**src/design/irq_ctl_regs.svh**
```systemverilog
// Register map, field positions and timing counts of the interrupt control block
`ifndef IRQ_CTL_REGS_SVH
`define IRQ_CTL_REGS_SVH
// How it works
// - Pin B requests only with enable and global
// - Pin A requests only with enable and global
// - Pin activity counts even when driven out
// - Two sense bits choose level or edge
// - Sensed edge sets the pin flag
// - Entry or write-one clears pin flag
// - Level sensing holds the pin flag clear
// - Level request is never latched anywhere
// - Enabled low level requests while held low
// - Timer B wrap vectors when enabled
// - Compare match vectors when enabled
// - Capture event vectors when enabled
// - Timer A wrap vectors when enabled
// - Timer B wrap flag set, cleared
// - Pulse-width bottom reversal sets wrap flag
// - Compare flag set on match, cleared
// - Capture flag set after copy, cleared
// - Timer A wrap flag set, cleared
// - Entry takes four cycles, two pushes
// - Finish current instruction before entry
// - Return takes four cycles, pops, sets global
// - One main instruction after return first
// - Sense code 00 low, 10 fall, 11 rise
// - Entry clears global enable, return sets

// Register indices; byte address is four times the index
`define IRQ_MCU_CTRL_IDX 6'h35
`define IRQ_EXT_MASK_IDX 6'h3B
`define IRQ_EXT_FLAG_IDX 6'h3A
`define IRQ_TMR_MASK_IDX 6'h39
`define IRQ_TMR_FLAG_IDX 6'h38
`define IRQ_STATUS_IDX 6'h3F
// Writable bits and reset value
`define IRQ_MCU_CTRL_WMASK 8'h3F
`define IRQ_EXT_MASK_WMASK 8'hC0
`define IRQ_TMR_MASK_WMASK 8'hCA
`define IRQ_REG_RESET 8'h00
// Field positions
`define IRQ_PIN_B_BIT 7
`define IRQ_PIN_A_BIT 6
`define IRQ_TB_WRAP_BIT 7
`define IRQ_CMP_BIT 6
`define IRQ_CAP_BIT 3
`define IRQ_TA_WRAP_BIT 1
`define IRQ_GIE_BIT 7
// Sense codes
`define IRQ_SENSE_LEVEL 2'h0
`define IRQ_SENSE_FALL 2'h2
`define IRQ_SENSE_RISE 2'h3
// Vector of the highest priority source; the rest follow by one
`define IRQ_VEC_BASE 10'h001
// Entry and return lengths in clock cycles
`define IRQ_ENTRY_CYCLES 3'h4
`define IRQ_RET_CYCLES 3'h4
`endif

```
**src/design/irq_ctl_pkg.sv**
```systemverilog
// Types shared by the interrupt control block
package irq_ctl_pkg;
  // Sequencer states, one-hot
  typedef enum logic [3:0] {
    S_IDLE = 4'h1,
    S_ENTRY = 4'h2,
    S_RET = 4'h4,
    S_HOLD = 4'h8
  } seq_state_t;
  // Same-clock event strobes from the two timers
  typedef struct packed {
    logic tbWrap;
    logic tbPwmBottom;
    logic compare;
    logic captured;
    logic taWrap;
  } timer_evt_t;
  // Requests from the core
  typedef struct packed {
    logic instrBoundary;
    logic returnReq;
  } core_req_t;
  // Answers to the core
  typedef struct packed {
    logic vecValid;
    logic [9:0] vecAddr;
    logic push;
    logic pop;
  } core_ans_t;
  // Whole state of the controller
  typedef struct packed {
    seq_state_t fsm;
    logic [2:0] cnt;
    logic [7:0] mcuCtrl;
    logic [7:0] extMask;
    logic [7:0] extFlag;
    logic [7:0] tmrMask;
    logic [7:0] tmrFlag;
    logic gie;
    logic [31:0] prdata;
    core_ans_t ans;
  } ctl_state_t;
  // State of one pin sense unit
  typedef struct packed {
    logic sync1;
    logic sync2;
    logic prev;
  } sense_state_t;
endpackage

```
**src/design/ext_pin_sense.sv**
```systemverilog
// Synchroniser and edge or level sense for one external interrupt pin
`timescale 1ns/100ps
`default_nettype none
`include "irq_ctl_regs.svh"
module ext_pin_sense (
  input wire logic clk,
  input wire logic nrst,
  input wire logic pin,
  input wire logic [1:0] senseMode,
  output logic edgeHit,
  output logic levelLow
);
  irq_ctl_pkg::sense_state_t q; // Registered state
  irq_ctl_pkg::sense_state_t d; // Next state

  // Sync chain; the pad level is read whatever the pin direction
  always_comb
  begin
    d = q;
    d.sync1 = pin;
    d.sync2 = q.sync1;
    d.prev = q.sync2;
  end

  // State register
  always_ff @(posedge clk or negedge nrst)
  begin
    if (!nrst)
      q <= '0;
    else
      q <= d;
  end

  // Edge pick from the sense code; reserved code gives nothing
  always_comb
  begin
    edgeHit = 1'b0;
    if (senseMode == `IRQ_SENSE_FALL)
      edgeHit = q.prev & ~q.sync2;
    else if (senseMode == `IRQ_SENSE_RISE)
      edgeHit = ~q.prev & q.sync2;
  end

  // Level is live only, no memory of it
  assign levelLow = (senseMode == `IRQ_SENSE_LEVEL) & ~q.sync2;
endmodule
`default_nettype wire

```
**src/design/irq_ctl.sv**
```systemverilog
// Interrupt mask, flag, sense control and entry/return sequencer
`timescale 1ns/100ps
`default_nettype none
`include "irq_ctl_regs.svh"
module irq_ctl (
  input wire logic clk,
  input wire logic nrst,
  // APB slave
  input wire logic psel,
  input wire logic penable,
  input wire logic pwrite,
  input wire logic [7:0] paddr,
  input wire logic [31:0] pwdata,
  output logic [31:0] prdata,
  output logic pready,
  output logic pslverr,
  // External pins, asynchronous
  input wire logic extIrqPinA,
  input wire logic extIrqPinB,
  // Timer strobes, same clock
  input wire irq_ctl_pkg::timer_evt_t timerEvt,
  // Core side
  input wire irq_ctl_pkg::core_req_t coreReq,
  output irq_ctl_pkg::core_ans_t coreAns,
  output logic globalEnable
);
  // ****************************************
  // Declarations
  // ****************************************
  irq_ctl_pkg::ctl_state_t q; // Registered state
  irq_ctl_pkg::ctl_state_t d; // Next state
  logic edgeA; // Pin A edge event
  logic edgeB; // Pin B edge event
  logic levelA; // Pin A held low in level mode
  logic levelB; // Pin B held low in level mode
  logic [5:0] req; // Enabled sources, bit 0 is top priority
  logic [2:0] sel; // Winning source
  logic take; // Entry starts this cycle
  logic retTake; // Return starts this cycle
  logic [5:0] idx; // Word index on the bus
  logic hit; // Address maps to a register
  logic wr; // Write strobe
  logic [7:0] rdMux; // Read data
  logic [7:0] wdat; // Write byte
  logic [7:0] clrExt; // Pin flag clears
  logic [7:0] clrTmr; // Timer flag clears
  logic [7:0] setExt; // Pin flag sets
  logic [7:0] setTmr; // Timer flag sets

  // ****************************************
  // Pin sense units
  // ****************************************
  // Pin A uses the low sense pair
  ext_pin_sense senseA (
    .clk(clk),
    .nrst(nrst),
    .pin(extIrqPinA),
    .senseMode(q.mcuCtrl[1:0]),
    .edgeHit(edgeA),
    .levelLow(levelA)
  );
  // Pin B uses the high sense pair
  ext_pin_sense senseB (
    .clk(clk),
    .nrst(nrst),
    .pin(extIrqPinB),
    .senseMode(q.mcuCtrl[3:2]),
    .edgeHit(edgeB),
    .levelLow(levelB)
  );

  // ****************************************
  // Bus decode
  // ****************************************
  assign idx = paddr[7:2];
  assign wdat = pwdata[7:0];
  assign wr = psel & penable & pwrite & hit;
  // Zero wait states: the read word is fetched in setup
  assign pready = 1'b1;
  assign pslverr = psel & penable & ~hit;
  assign prdata = q.prdata;
  assign coreAns = q.ans;
  assign globalEnable = q.gie;

  // Address map and read data
  always_comb
  begin
    hit = 1'b1;
    rdMux = 8'h00;
    unique case (idx)
      `IRQ_MCU_CTRL_IDX: rdMux = q.mcuCtrl;
      `IRQ_EXT_MASK_IDX: rdMux = q.extMask;
      `IRQ_EXT_FLAG_IDX: rdMux = q.extFlag;
      `IRQ_TMR_MASK_IDX: rdMux = q.tmrMask;
      `IRQ_TMR_FLAG_IDX: rdMux = q.tmrFlag;
      `IRQ_STATUS_IDX: rdMux = {q.gie, 7'h00};
      default: hit = 1'b0;
    endcase
  end

  // ****************************************
  // Request and priority
  // ****************************************
  // Each source needs its own enable; the global gate comes at take
  always_comb
  begin
    // Level request bypasses the flag, live only
    req[0] = (q.extFlag[`IRQ_PIN_A_BIT] | levelA)
      & q.extMask[`IRQ_PIN_A_BIT];
    req[1] = (q.extFlag[`IRQ_PIN_B_BIT] | levelB)
      & q.extMask[`IRQ_PIN_B_BIT];
    req[2] = q.tmrFlag[`IRQ_CAP_BIT] & q.tmrMask[`IRQ_CAP_BIT];
    req[3] = q.tmrFlag[`IRQ_CMP_BIT] & q.tmrMask[`IRQ_CMP_BIT];
    req[4] = q.tmrFlag[`IRQ_TB_WRAP_BIT]
      & q.tmrMask[`IRQ_TB_WRAP_BIT];
    req[5] = q.tmrFlag[`IRQ_TA_WRAP_BIT]
      & q.tmrMask[`IRQ_TA_WRAP_BIT];
  end

  // Lowest vector wins: scan from the top index down, last hit kept
  always_comb
  begin
    sel = 3'h0;
    for (int i = 5; i >= 0; i--)
    begin
      if (req[i])
        sel = 3'(i);
    end
  end

  // Entry only at an instruction end, so a long one finishes
  assign take = (q.fsm == irq_ctl_pkg::S_IDLE) & coreReq.instrBoundary
    & q.gie & (|req) & ~coreReq.returnReq;
  // Return is decoded by the core and handed over here
  assign retTake = (q.fsm == irq_ctl_pkg::S_IDLE) & coreReq.returnReq;

  // ****************************************
  // Flag set and clear terms
  // ****************************************
  // Hardware clear on entry for the served flag; level has none
  always_comb
  begin
    clrExt = 8'h00;
    clrTmr = 8'h00;
    // Software clear, write one; zero leaves the bit
    if (wr && idx == `IRQ_EXT_FLAG_IDX)
      clrExt = wdat;
    // Timer flags share the write-one clear
    if (wr && idx == `IRQ_TMR_FLAG_IDX)
      clrTmr = wdat;
    if (take)
    begin
      unique case (sel)
        3'h0: clrExt[`IRQ_PIN_A_BIT] = 1'b1;
        3'h1: clrExt[`IRQ_PIN_B_BIT] = 1'b1;
        3'h2: clrTmr[`IRQ_CAP_BIT] = 1'b1;
        3'h3: clrTmr[`IRQ_CMP_BIT] = 1'b1;
        3'h4: clrTmr[`IRQ_TB_WRAP_BIT] = 1'b1;
        3'h5: clrTmr[`IRQ_TA_WRAP_BIT] = 1'b1;
        default: clrTmr = clrTmr;
      endcase
    end
  end

  // Event sets
  always_comb
  begin
    setExt = 8'h00;
    setTmr = 8'h00;
    setExt[`IRQ_PIN_A_BIT] = edgeA;
    setExt[`IRQ_PIN_B_BIT] = edgeB;
    // Overflow or bottom reversal in pulse-width mode
    setTmr[`IRQ_TB_WRAP_BIT] = timerEvt.tbWrap | timerEvt.tbPwmBottom;
    setTmr[`IRQ_CMP_BIT] = timerEvt.compare;
    setTmr[`IRQ_CAP_BIT] = timerEvt.captured;
    setTmr[`IRQ_TA_WRAP_BIT] = timerEvt.taWrap;
  end

  // ****************************************
  // Next state
  // ****************************************
  always_comb
  begin
    d = q;
    d.ans.vecValid = 1'b0;
    d.ans.push = 1'b0;
    d.ans.pop = 1'b0;
    // Read word captured in the setup cycle
    if (psel && !penable)
      d.prdata = {24'h000000, rdMux};
    // Register writes, reserved bits stay zero
    if (wr)
    begin
      unique case (idx)
        `IRQ_MCU_CTRL_IDX: d.mcuCtrl = wdat & `IRQ_MCU_CTRL_WMASK;
        `IRQ_EXT_MASK_IDX: d.extMask = wdat & `IRQ_EXT_MASK_WMASK;
        `IRQ_TMR_MASK_IDX: d.tmrMask = wdat & `IRQ_TMR_MASK_WMASK;
        `IRQ_STATUS_IDX: d.gie = wdat[`IRQ_GIE_BIT];
        default: d.gie = d.gie;
      endcase
    end
    // A set in the same cycle as a clear wins
    d.extFlag = setExt | (q.extFlag & ~clrExt);
    d.tmrFlag = setTmr | (q.tmrFlag & ~clrTmr);
    // Level sensing pins keep their flag at zero
    if (q.mcuCtrl[1:0] == `IRQ_SENSE_LEVEL)
      d.extFlag[`IRQ_PIN_A_BIT] = 1'b0;
    if (q.mcuCtrl[3:2] == `IRQ_SENSE_LEVEL)
      d.extFlag[`IRQ_PIN_B_BIT] = 1'b0;
    // Sequencer
    unique case (q.fsm)
      irq_ctl_pkg::S_IDLE:
      begin
        // Return has priority over a new entry
        if (retTake)
        begin
          d.fsm = irq_ctl_pkg::S_RET;
          d.cnt = 3'h0;
        end
        else if (take)
        begin
          d.fsm = irq_ctl_pkg::S_ENTRY;
          d.cnt = 3'h0;
          d.gie = 1'b0;
          d.ans.vecAddr = `IRQ_VEC_BASE + 10'(sel);
        end
      end
      irq_ctl_pkg::S_ENTRY:
      begin
        // Two byte pushes in the middle, four cycles in all
        d.cnt = q.cnt + 3'h1;
        d.ans.push = (q.cnt == 3'h1) | (q.cnt == 3'h2);
        if (q.cnt == `IRQ_ENTRY_CYCLES - 3'h1)
        begin
          d.fsm = irq_ctl_pkg::S_IDLE;
          d.ans.vecValid = 1'b1;
        end
      end
      irq_ctl_pkg::S_RET:
      begin
        // Two byte pops, then the global enable returns
        d.cnt = q.cnt + 3'h1;
        d.ans.pop = (q.cnt == 3'h1) | (q.cnt == 3'h2);
        if (q.cnt == `IRQ_RET_CYCLES - 3'h1)
        begin
          d.fsm = irq_ctl_pkg::S_HOLD;
          d.gie = 1'b1;
        end
      end
      irq_ctl_pkg::S_HOLD:
      begin
        // Wait out one main instruction before serving more
        if (coreReq.instrBoundary)
          d.fsm = irq_ctl_pkg::S_IDLE;
      end
      default:
        d.fsm = irq_ctl_pkg::S_IDLE;
    endcase
  end

  // ****************************************
  // State register
  // ****************************************
  always_ff @(posedge clk or negedge nrst)
  begin
    if (!nrst)
    begin
      q <= '0;
      q.fsm <= irq_ctl_pkg::S_IDLE;
      q.mcuCtrl <= `IRQ_REG_RESET;
    end
    else
      q <= d;
  end
endmodule
`default_nettype wire

```
**config.mk**
```make
export PLATFORM = sky130hd
export DESIGN_NAME = irq_ctl
export DESIGN_NICKNAME = d
export VERILOG_FILES = /design/src/design/irq_ctl_pkg.sv /design/src/design/ext_pin_sense.sv /design/src/design/irq_ctl.sv
export VERILOG_INCLUDE_DIRS = /design/src /design/src/design
export SDC_FILE = /design/constraint.sdc
export NUM_CORES = 1
export LEC_CHECK = 0
export BUFFER_PORTS_ARGS = -buffer_cell sky130_fd_sc_hd__buf_2
export CELL_PAD_IN_SITES_DETAIL_PLACEMENT = 1
export CELL_PAD_IN_SITES_GLOBAL_PLACEMENT = 2
export CORE_AREA = 2 2 101 122
export DETAILED_ROUTE_END_ITERATION = 7
export DIE_AREA = 0 0 103 124
export GPL_ROUTABILITY_DRIVEN = 0
export PLACE_DENSITY = 0.72
export SLEW_MARGIN = 10
export SYNTH_ARGS = -nofsm -noshare
export SYNTH_HDL_FRONTEND = slang
export SYNTH_SLANG_ARGS = --single-unit
```
**constraint.sdc**
```tcl
create_clock -name clk -period 1.85 [get_ports clk]
set_input_delay 0.2775 -clock clk [delete_from_list [all_inputs] [get_ports clk]]
set_output_delay 0.2775 -clock clk [all_outputs]
set_load 0.01 [all_outputs]
```
==> run summary, run 1 <==
Gate count of the mapped netlist: 301. Across the run, the number of max-cap violations was 0. At the pin with the least slew margin, the transition time is 0.5079 ns.

The count of buffers from port buffering is 44, and the per-cell via count in the routed design is 4.400. Traced cell by cell, the critical path runs through nor3_2 > o21ai_2 > nand2_1 > or2_4 > buf_4 > ha_1 > mux2_4. The filler cells instantiated in the layout total 1357. In the final design database the tool counted 423 nets.

The worst hold slack after final layout came out at 0.05064 ns. Among all flip-flop cells after synthesis, the most frequent one is sky130_fd_sc_hd__dfrtp_1. The detailed router finished its first iteration with 75 violations.

The routed wire length per instance was 14.36 µm. The run gives 3.816 mm as the met2 wirelength from detailed routing. The wire length of the first global-routing pass is 12.19 mm, and the die width is 103 µm. Data on the critical path arrives at its endpoint at 2.00 ns. Full die area: 12770 µm². The logs give 2461 for the number of global-route vias before repair and 11510 µm² for the floorplan core area. The number of register bits inferred by synthesis is 57. The total global routing track utilization is 0.1284. The growth of design area from synthesis to finish was 22.63%; the maximum frequency from static timing analysis was 561.6 MHz. The logs give 3174 µm² for the total standard cell area after synthesis and 0 for the count of nets left with antenna violations after detail routing. TritonCTS built the clock tree. The run finished with clean final reports.

The total count of max-transition violations in the final report was 0. The share of cells above drive strength 1 came out at 0.3616. For the number of buffers inserted during clock tree synthesis, the log shows 9. The met3 routed wirelength came out at 344 µm. Data on the critical path is required at its endpoint by 2.07 ns. For the antenna cell count, the log shows 0.

STA classifies the critical path endpoint as a flip-flop. The run gives 0 as the number of endpoints with negative hold slack in the final report. By area the synthesized netlist is led by sky130_fd_sc_hd__dfrtp_1, sky130_fd_sc_hd__buf_4, sky130_fd_sc_hd__mux2_2, sky130_fd_sc_hd__nand2_1, sky130_fd_sc_hd__ha_1. The longest clock path from root to sink contains 2 buffers. Mean cell area of the mapped netlist: 10.55 µm². For this block, the routed nets add up to 7.495 mm of wire.

Clock tree synthesis selected as its root buffer the cell sky130_fd_sc_hd__clkbuf_16. The number of synthesized flops with an enable pin is 0, and the starting density of the core is 0.2757. The run gives 2297 as the total number of vias.

The worst setup path is launched from a flip-flop. Summing all non-filler instances in the final layout gives an area of 3892 µm². The logs give 57 for the clock sink count and 0.3381 for the final core utilization. The power density of the placed cells works out to 987.2 nW/µm².

The share of Yosys cell area claimed by the top area cell type is 0.4415, and the worst-case clock skew is 0.004294 ns. In the routed design, unresolved DRC markers number 0. In this run the vertical extent of the chip is 124 µm. The initial antenna violation count is 0, and the cell row count is 43.

Yosys printed 0 warnings. Entering global routing, the biggest net connects 58 pins. The post-route minimum period was 1.781 ns. The number of ports placed on the die boundary is 102. After detailed placement, the total cell area comes to 3511 µm². Largest stage delay on the critical path: 0.36 ns.

The later pin in the worst-skew pair is clocked with a latency of 0.33 ns. The worst slew slack as a fraction of its limit came out at 0.6614. The leading area contributor after synthesis is sky130_fd_sc_hd__dfrtp_1. The remaining global-route overflow was 0; the final clock period utilization by the worst path was 0.9626.

Setup violations remaining at the end of the flow were counted as 0. Once detailed placement completed, the half-perimeter wirelength came to 5.593 mm. The worst-case IR drop observed on VDD is 0.3304 mV.

The async set-or-reset flop fraction in the synthesized netlist was 1.000; the clock input transition at the sequential cells of the worst setup and hold paths was 0.05 ns. Type of the worst min-delay path: input pin to flip-flop. The static leakage was 1.871 nW; the maximum net fanout on the critical path was 3. In the final routing, the length of wire on met1 measures 3.178 mm. For the total power after layout, the log shows 3.843 mW. Setup repair after global routing left no endpoint under its margin. The H-tree was split into 3 levels.

The number of different library cells used by synthesis comes to 57. After detailed routing, no signal wire sits above met4. The pre-antenna-repair detailed-routing pass consisted of 4 iterations. The setup total negative slack is 0 ns, and the fraction of the yosys area taken by sequential cells is 0.4497.

The largest individual stage delay along the critical path comes from the cell sky130_fd_sc_hd__dfrtp_1. The worst setup path is of the flip-flop to flip-flop kind.
-- critical path, delay by kind of cell (launching register included) --
| kind | cells | cell delay [ns] |
|---|---|---|
| simple gates | 3 | 0.40 |
| fa+ha+maj | 1 | 0.28 |
| flops | 1 | 0.36 |
| compound gates | 1 | 0.22 |
| buf+inv | 1 | 0.14 |
| mux | 1 | 0.26 |
-- final timing paths --
check,slack [ns],to,from,cells past startpoint
setup / recovery,0.07,coreAns[3],q[81],7
hold reg to reg,0.35,senseA.d[0],senseA.d[1],0
hold / removal,0.05,senseA.d[1],extIrqPinA,1
setup reg to reg,0.07,coreAns[3],q[81],7
max in group asynchronous,1.05,q[89],nrst,3
min in group asynchronous,0.49,prdata[5],nrst,3
-- where the power goes --
group	internal [mW]	leakage (nW)	total [mW]	switching [mW]
combinational	0.319	0.984	0.741	0.422
clock	1.07	0.142	1.66	0.587
sequential	1.36	0.745	1.44	0.0831
-- metrics by stage --
step	setup slack [ns]	std cells
floorplan	0.009279	330
global placement	0.004789	502
detailed placement	-0.03103	502
CTS	0.009307	519
global route	0.006154	522
finish	0.06926	522
-- layer usage --
metal	global-route usage	up-vias
li1	-	1101
met1	0.1488	1126
met2	0.2200	60
met3	0.02806	10
met4	0.06661	0
met5	0	-
-- layout by cell type, fill, tap and decap left out, types with 7 or more instances in the layout --
| cell | Yosys | layout |
|---|---|---|
| sky130_fd_sc_hd__nor2_1 | 9 | 9 |
| sky130_fd_sc_hd__inv_1 | 13 | 11 |
| sky130_fd_sc_hd__a21boi_0 | 13 | 13 |
| sky130_fd_sc_hd__buf_4 | 46 | 27 |
| sky130_fd_sc_hd__buf_2 | 4 | 44 |
| sky130_fd_sc_hd__conb_1 | 2 | 31 |
| sky130_fd_sc_hd__dfrtp_1 | 56 | 56 |
| sky130_fd_sc_hd__mux2_2 | 18 | 18 |
| sky130_fd_sc_hd__clkbuf_16 | 0 | 9 |
| sky130_fd_sc_hd__nand2_1 | 31 | 30 |
| sky130_fd_sc_hd__o21ai_0 | 15 | 14 |
| sky130_fd_sc_hd__ha_1 | 9 | 7 |
-- cell usage after synthesis, types with 5 or more instances --
cell,number
sky130_fd_sc_hd__nor3_1,7
sky130_fd_sc_hd__ha_1,9
sky130_fd_sc_hd__inv_1,13
sky130_fd_sc_hd__a21boi_0,13
sky130_fd_sc_hd__a22oi_1,5
sky130_fd_sc_hd__nor2_1,9
sky130_fd_sc_hd__mux2_2,18
sky130_fd_sc_hd__nand2_1,31
sky130_fd_sc_hd__buf_4,46
sky130_fd_sc_hd__o21ai_0,15
sky130_fd_sc_hd__a31oi_1,5
sky130_fd_sc_hd__a21oi_1,6
sky130_fd_sc_hd__dfrtp_1,56
-- repair_timing --
item                                    4_1_cts  5_1_grt
endpoints found under the setup margin        2        6
hold endpoints to repair                     56        0
pin swaps                                     1        7
buffers inserted                              0        3
gates resized for setup                       3       11
hold buffers                                  1        0
-- logic make-up after synthesis --
family                   Yosys count  synth area share
buffers and inverters             67            0.1380
adder cells (fa/ha/maj)            9           0.03548
flip-flops                        57            0.4497
AND/OR/NAND/NOR                   78            0.1411
XOR/XNOR                           1          0.002760
multiplexers                      24           0.09499
AO/OA/AOI/OAI                     63            0.1356
other                              2          0.002366
-- final cells by class --
cell class              instances  area, µm²  area share
inverters                      13      48.80     0.01254
well taps                     157      196.4     0.05047
clock buffers                  11      242.7     0.06236
flip-flops and latches         57       1428      0.3668
multi-input cells             206       1469      0.3774
repair buffers                 73      452.9      0.1164
clock inverters                 5      55.05     0.01414
-- state kept, by name (all words and copies together) (netlist names) --
signal        count
senseA.d          2
senseB.q          1
senseA.q          1
globalEnable      1
prdata            8
q                35
senseB.d          2
coreAns           7
Power figures use the tool's default switching activity.
==> inputs of run 2 (changes only) <==
--- a/config.mk
+++ b/config.mk
@@ -9,11 +9,12 @@
 export BUFFER_PORTS_ARGS = -buffer_cell sky130_fd_sc_hd__buf_2
 export CELL_PAD_IN_SITES_DETAIL_PLACEMENT = 1
 export CELL_PAD_IN_SITES_GLOBAL_PLACEMENT = 2
-export CORE_AREA = 2 2 101 122
+export CORE_AREA = 2 2 99 120
+export CTS_BUF_LIST = sky130_fd_sc_hd__clkbuf_8
 export DETAILED_ROUTE_END_ITERATION = 7
-export DIE_AREA = 0 0 103 124
+export DIE_AREA = 0 0 101 122
 export GPL_ROUTABILITY_DRIVEN = 0
-export PLACE_DENSITY = 0.72
+export PLACE_DENSITY = 0.74
 export SLEW_MARGIN = 10
 export SYNTH_ARGS = -nofsm -noshare
 export SYNTH_HDL_FRONTEND = slang
==> run 2 against run 1 <==
Non-clock buffer count down 1. Critical path depth up 3. First-iteration DRC count down 17%. Sequential power about the same. Fmax up 1.5%. Clock power down 22%. Final area down 3.4%. Power down 9.9%. Critical endpoint is now q[52].
==> run summary, run 2 (same netlist as run 1, synthesis figures left out) <==
The run gives 0 (unchanged) as the remaining global-route overflow. The starting density of the core came out at 0.2810 (+0.005251). The vertical die dimension was 122 µm (-1.6%). Maximum frequency from static timing analysis: 570.0 MHz (+1.5%).

The count of buffers from port buffering was 44 (unchanged). The run gives 422 (-0.24%) as the total number of nets in the final design. For the cell row count, the log shows 43 (unchanged).

The floorplan core area is 11300 µm² (-1.9%). STA classifies the critical path startpoint as a flip-flop. The power density of the placed cells works out to 920.2 nW/µm² (-6.8%).

TritonCTS built the clock tree. The non-filler instance count after layout is 499 (-4.4%). The total count of max-transition violations in the final report is 0 (unchanged). The total wirelength of the detailed-routed design was 7.355 mm (-1.9%); the post-route minimum period was 1.754 ns (-0.02646 ns). The depth of the worst register-to-register path was 10 (+3). The logs give 0.1304 (+0.002019) for the total global routing track utilization and 57 (unchanged) for the clock sink count. The per-cell via count in the routed design came out at 4.525 (+2.8%).

The tools report the power dissipated by switching net loads as 1.032 mW (-5.5%). The number of setup violations in the final report was 0 (unchanged). The count of buffer and inverter cells on the critical path was 3 (+2).

The run gives 0.417 (+0.042) as the proportion of power drawn by flip-flops and latches. The register with the highest flop count is q. The die width was 101 µm (-1.9%); the fraction of power consumed by combinational cells was 0.209 (+0.016). The logs give 3761 µm² (-3.4%) for the final standard cell area without fillers and 0 (unchanged) for the antenna cell count.

The run gives 0 (unchanged) as the number of remaining DRC errors. Among all stages on the critical path, the largest delay is contributed by sky130_fd_sc_hd__dfrtp_1. For the required arrival time at the worst endpoint, the log shows 2.13 ns (+0.06 ns). The critical path capture point type was a flip-flop. The routed wire length per instance is 14.74 µm (+2.7%), and the DRC violation total after the first TritonRoute iteration is 62 (-17%). The number of flip-flops in the largest register works out to 35 (unchanged).

The min-delay analysis places its worst path in the category input pin to flip-flop. The internal power contribution is 2.429 mW (-12%), and the number of placed cells counting well taps is 481 (-4.2%). The CTS H-tree depth was 3 (unchanged). The number of ports placed on the die boundary was 102 (unchanged); the clock network power share was 0.373 (-0.059). The detailed placer's ending HPWL is 5.699 mm (+1.9%). The count of nets left with antenna violations after detail routing was 0 (unchanged).

The tools report the worst-case clock skew as 0.006199 ns (+0.001905 ns). Root buffer cell: sky130_fd_sc_hd__clkbuf_8. Largest stage delay on the critical path: 0.40 ns (+0.04 ns). The initial antenna violation count is 0 (unchanged), and the maximum root-to-sink buffer count is 2 (unchanged).

The pin count of the biggest net entering global routing came out at 25 (-57%). The max-capacitance violation count is 0 (unchanged), and the worst hold slack after final layout is 0.04113 ns (-0.009514 ns). The worst register-to-register path ends at q[52].

The final clock period utilization by the worst path is 0.9483 (-0.01430). In the layout the commonest cells are sky130_fd_sc_hd__dfrtp_1, sky130_fd_sc_hd__buf_2, sky130_fd_sc_hd__conb_1. The run finished with clean final reports. The total number of vias was 2258 (-1.7%).

The peak supply drop was 0.3420 mV (+3.5%); the data arrival time of the critical path was 2.04 ns (+0.04 ns). The static leakage was 1.835 nW (-1.9%); the number of cells on the critical path was 10 (+3). The worst slew slack as a fraction of its limit is 0.6057 (-0.05574), and the setup total negative slack is 0 ns (unchanged).

The timing startpoint of the critical path is senseA.d[0]. Kind of critical path: flip-flop to flip-flop. The startpoint of the worst-slack reg-to-reg timing path was senseA.d[0]. The clock input transition at the sequential cells of the worst setup and hold paths came out at 0.06 ns (about the same). The most critical setup path has its endpoint at q[52]. The run gives 0 (unchanged) as the number of endpoints with negative hold slack in the final report.

Setup repair after global routing could not meet its margin everywhere. The number of buffers inserted during clock tree synthesis was 9 (unchanged). The tools report the full die area as 12320 µm² (-3.5%). The signal on the critical path passes through nor3_2 > o21ai_2 > buf_4 > buf_4 > nand2_4 > inv_1 > ha_1 > ha_1 > o211ai_1 > a31o_2.

The number of global-route vias before repair came out at 2348 (-4.6%). Switching share of total power: 0.2983 (+0.01409). The maximum net fanout on the critical path works out to 4 (+1).

The logs give 4 (unchanged) for the iteration count of the initial detailed-routing pass and 0.34 ns (about the same) for the clock latency on the worst-skew pair. Placed cell area: 3491 µm² (-0.57%). Leading cell type in the layout, fill and taps excluded: sky130_fd_sc_hd__dfrtp_1.

The kind of cell with the highest combined delay along the critical path is flip-flops. The slew at the pin closest to its max-slew limit came out at 0.5915 ns (+0.08361 ns). The tools report the register-to-register setup slack as 0.1 ns (+0.03 ns). Compared with the post-synthesis result, the final layout area differs by 18.49%.

For the wire length of the first global-routing pass, the log shows 12.16 mm (-0.17%). The share of cells above drive strength 1 is 0.3571 (-0.004501).
run 2: timing repair:
item / CTS / global route
buffers inserted: 1 / 0
hold endpoints to repair: 21 / 0
setup endpoints to repair: 3 / 9
gates resized for setup: 5 / 6
hold buffers: 1 / 0
pin swaps: 1 / 4
run 2: final cells by class:
class / count / area (µm²)
Sequential cell: 57 / 1428
Multi-Input combinational cell: 206 / 1453
Inverter: 13 / 48.80
Clock inverter: 7 / 93.84
Tap cell: 135 / 168.9
Clock buffer: 9 / 123.9
Timing Repair Buffer: 72 / 445.4
Fill cell: 1300 / 7537
run 2: power groups by stage:
stage / registers [mW] / clock network [mW] / logic (mW)
3_3_place_gp: 1.46 / 0 / 0.705
4_1_cts: 1.44 / 1.35 / 0.733
6_report: 1.44 / 1.29 / 0.725
5_1_grt: 1.45 / 1.40 / 0.831
2_1_floorplan: 1.44 / 0 / 0.542
3_5_place_dp: 1.47 / 0 / 0.724
run 2: worst min path at each step:
stage,end,startpoint,cells past startpoint,slack [ns]
5_1_grt,senseB.d[1],extIrqPinB,1,0.03
3_3_place_gp,q[78],nrst,1,0.32
4_1_cts,senseB.d[1],extIrqPinB,1,0.02
2_1_floorplan,coreAns[0],nrst,0,-0.02
6_report,senseA.d[1],extIrqPinA,1,0.04
3_5_place_dp,q[78],nrst,1,0.32
run 2: layer usage:
metal | wire (µm) | track usage | share of wire
met1 | 3207 | 0.1571 | 0.44
met2 | 3724 | 0.2233 | 0.51
met3 | 304 | 0.03672 | 0.041
met4 | 119 | 0.04307 | 0.016
met5 | 0 | 0 | 0
run 2: through the flow:
stage,power [mW],util,setup WS (ns)
detailed placement,2.190,0.3090,-0.05756
global route,3.685,0.3329,-0.003584
CTS,3.524,0.3310,0.02706
finish,3.461,0.3329,0.09571
floorplan,1.983,-,0.009279
global placement,2.162,0.3090,-0.008543
==> inputs of run 3 (changes only) <==
--- a/config.mk
+++ b/config.mk
@@ -15,6 +15,7 @@
 export DIE_AREA = 0 0 101 122
 export GPL_ROUTABILITY_DRIVEN = 0
 export PLACE_DENSITY = 0.74
+export RECOVER_POWER = 25
 export SLEW_MARGIN = 10
 export SYNTH_ARGS = -nofsm -noshare
 export SYNTH_HDL_FRONTEND = slang
==> run 3 against run 2 <==
Setup slack hardly changed. Largest power group unchanged. Fmax barely moved. Clock power barely moved. Utilization hardly changed. First-iteration DRC count rose by 3.2%. Clock skew about the same. Sequential share of layout area about the same. Via count hardly changed. Global-route usage is the same. Largest cell class unchanged. Sequential cell count is the same.
==> run summary, run 3 (same netlist as run 1, synthesis figures left out) <==
Peak supply drop: 0.3415 mV (-0.17%). The run gives 0 (unchanged) as the number of setup violations in the final report. The tools report the number of global-route vias before repair as 2348 (unchanged). Setup repair after global routing could not meet its margin everywhere. The total global routing track utilization was 0.1304 (unchanged). The worst setup path is launched from a flip-flop. The total number of vias was 2257 (-0.044%).

The non-filler instance count after layout came out at 499 (unchanged). The CTS H-tree depth is 3 (unchanged). Kind of critical path: flip-flop to flip-flop. The power density of the placed cells is 920.9 nW/µm² (about the same), and the data arrival time of the critical path is 2.04 ns (about the same). Per-cell via count in the routed design: 4.523 (about the same). The slew at the pin closest to its max-slew limit works out to 0.5911 ns (-0.0003884 ns). The final standard cell area without fillers came out at 3757 µm² (about the same).

The run gives 7.357 mm (about the same) as the total wirelength of the detailed-routed design. The die width works out to 101 µm (unchanged). The post-route minimum period came out at 1.754 ns (+0.000001100 ns). For the pin count of the biggest net entering global routing, the log shows 25 (unchanged).

The logs give 422 (unchanged) for the total number of nets in the final design and 0 (unchanged) for the number of endpoints with negative hold slack in the final report. The maximum root-to-sink buffer count was 2 (unchanged); the maximum frequency from static timing analysis was 570.0 MHz (about the same). The tools report the total power after layout as 3.460 mW (about the same).

The initial antenna violation count was 0 (unchanged); the final clock period utilization by the worst path was 0.9483 (about the same). The count of nets left with antenna violations after detail routing came out at 0 (unchanged). The tools report the worst slew slack as a fraction of its limit as 0.6059 (about the same). Vertical die dimension: 122 µm (unchanged). The library cell used most frequently in the layout, excluding fill and tap cells, is sky130_fd_sc_hd__dfrtp_1.

Post-placement setup slack: -0.05756 ns (unchanged). Number of flip-flops in the largest register: 35 (unchanged). Total count of max-transition violations in the final report: 0 (unchanged). The min-delay analysis places its worst path in the category input pin to flip-flop. Detailed placer's ending HPWL: 5.699 mm (unchanged). The logs give 12.16 mm (unchanged) for the wire length of the first global-routing pass and 2.13 ns (about the same) for the required arrival time at the worst endpoint. For the remaining global-route overflow, the log shows 0 (unchanged). The count of buffers from port buffering came out at 44 (unchanged). For the number of buffers inserted during clock tree synthesis, the log shows 9 (unchanged). The flow ran to the end, and the final reports show no timing, DRC or antenna violations. For the worst-case clock skew, the log shows 0.005874 ns (-0.0003253 ns). The share of cells above drive strength 1 works out to 0.3544 (-0.002747). The tree is rooted in a sky130_fd_sc_hd__clkbuf_8. The routed wire length per instance was 14.74 µm (about the same); the antenna cell count was 0 (unchanged).

Number of remaining DRC errors: 0 (unchanged). The slowest cell on the critical path was sky130_fd_sc_hd__dfrtp_1. The largest stage delay on the critical path is 0.40 ns (about the same). The critical path goes through nor3_2 > o21ai_2 > buf_4 > buf_4 > nand2_4 > inv_1 > ha_1 > ha_1 > o211ai_1 > a31o_2.

Counting flops per register, the top entry is q. The DRC violation total after the first TritonRoute iteration was 64 (+3.2%). The clock latency on the worst-skew pair was 0.35 ns (about the same); the count of buffer and inverter cells on the critical path was 3 (unchanged). For the starting density of the core, the log shows 0.2810 (unchanged). The maximum net fanout on the critical path was 4 (unchanged). The logs give 481 (unchanged) for the number of placed cells counting well taps and 1.831 nW (-0.20%) for the static leakage.

The setup slack after layout came out at 0.09571 ns (-0.000001100 ns). In this design, the largest share of critical-path delay is due to flip-flops. The clock input transition at the sequential cells of the worst setup and hold paths is 0.06 ns (about the same), and the placed cell area is 3491 µm² (unchanged). The run gives 0 (unchanged) as the max-capacitance violation count.

The top cell types in the final layout, fill and taps aside, are sky130_fd_sc_hd__dfrtp_1, sky130_fd_sc_hd__buf_2, sky130_fd_sc_hd__conb_1. The iteration count of the initial detailed-routing pass came out at 7 (+3). The worst setup path is captured at a flip-flop.

TritonCTS built the clock tree. The setup total negative slack was 0 ns (unchanged). The logs give 43 (unchanged) for the cell row count and 102 (unchanged) for the number of ports placed on the die boundary. The full die area is 12320 µm² (unchanged). The clock sink count is 57 (unchanged), and the growth of design area from synthesis to finish is 18.37% (about the same). For the floorplan core area, the log shows 11300 µm² (unchanged).
==> run 3: cell types whose count changed in the layout (fill, tap and decap cells not counted), sizes merged <==
cell,before,now
clkbuf,9,10
buf,71,70
==> run 3: power by group <==
part / internal (mW) / total, mW / leakage [nW] / switching [mW]
Clock: 0.757 / 1.29 / 0.106 / 0.536
Combinational: 0.314 / 0.724 / 0.980 / 0.410
Sequential: 1.36 / 1.44 / 0.745 / 0.0869
Total: 2.43 / 3.46 / 1.83 / 1.03
==> run 3: path summary, 6_finish.rpt <==
check	cells past startpoint	from	endpoint	slack [ns]
max	10	senseA.d[0]	q[52]	0.1
min	1	extIrqPinA	senseA.d[1]	0.04
max reg2reg	10	senseA.d[0]	q[52]	0.1
min reg2reg	0	senseB.d[1]	senseB.d[0]	0.35
max in group asynchronous	3	nrst	q[80]	0.78
min in group asynchronous	2	nrst	q[78]	0.48
==> run 3: cell type report <==
| class | instances | area [µm²] |
|---|---|---|
| multi-input combinational | 206 | 1453 |
| timing repair buffer | 72 | 441.7 |
| clock buffer | 9 | 123.9 |
| fill | 1301 | 7541 |
| clock inverter | 7 | 93.84 |
| sequential | 57 | 1428 |
| inverter | 13 | 48.80 |
| tap | 135 | 168.9 |
==> run 3: what timing repair did <==
item                                   in CTS  in global routing
setup buffers                               1                  0
hold buffers                                1                  0
setup endpoints to repair                   3                  9
endpoints found under the hold margin      21                  0
gates resized for setup                     5                  6
pin swaps                                   1                  4
==> run 3: per-stage QoR <==
| stage | hold WS (ns) | util |
|---|---|---|
| 6_report | 0.03911 | 0.3326 |
| 5_1_grt | 0.02642 | 0.3326 |
| 4_1_cts | 0.01874 | 0.3310 |
| 3_5_place_dp | 0.3168 | 0.3090 |
| 3_3_place_gp | 0.3170 | 0.3090 |
| 2_1_floorplan | -0.01809 | - |
==> run 3: routing by layer <==
| metal | vias up | GRT usage | routed length, µm |
|---|---|---|---|
| met1 | 1098 | 0.1571 | 3209 |
| met3 | 7 | 0.03672 | 300 |
| met5 | - | 0 | 0 |
| li1 | 1097 | - | - |
| met4 | 0 | 0.04307 | 119 |
| met2 | 55 | 0.2233 | 3728 |
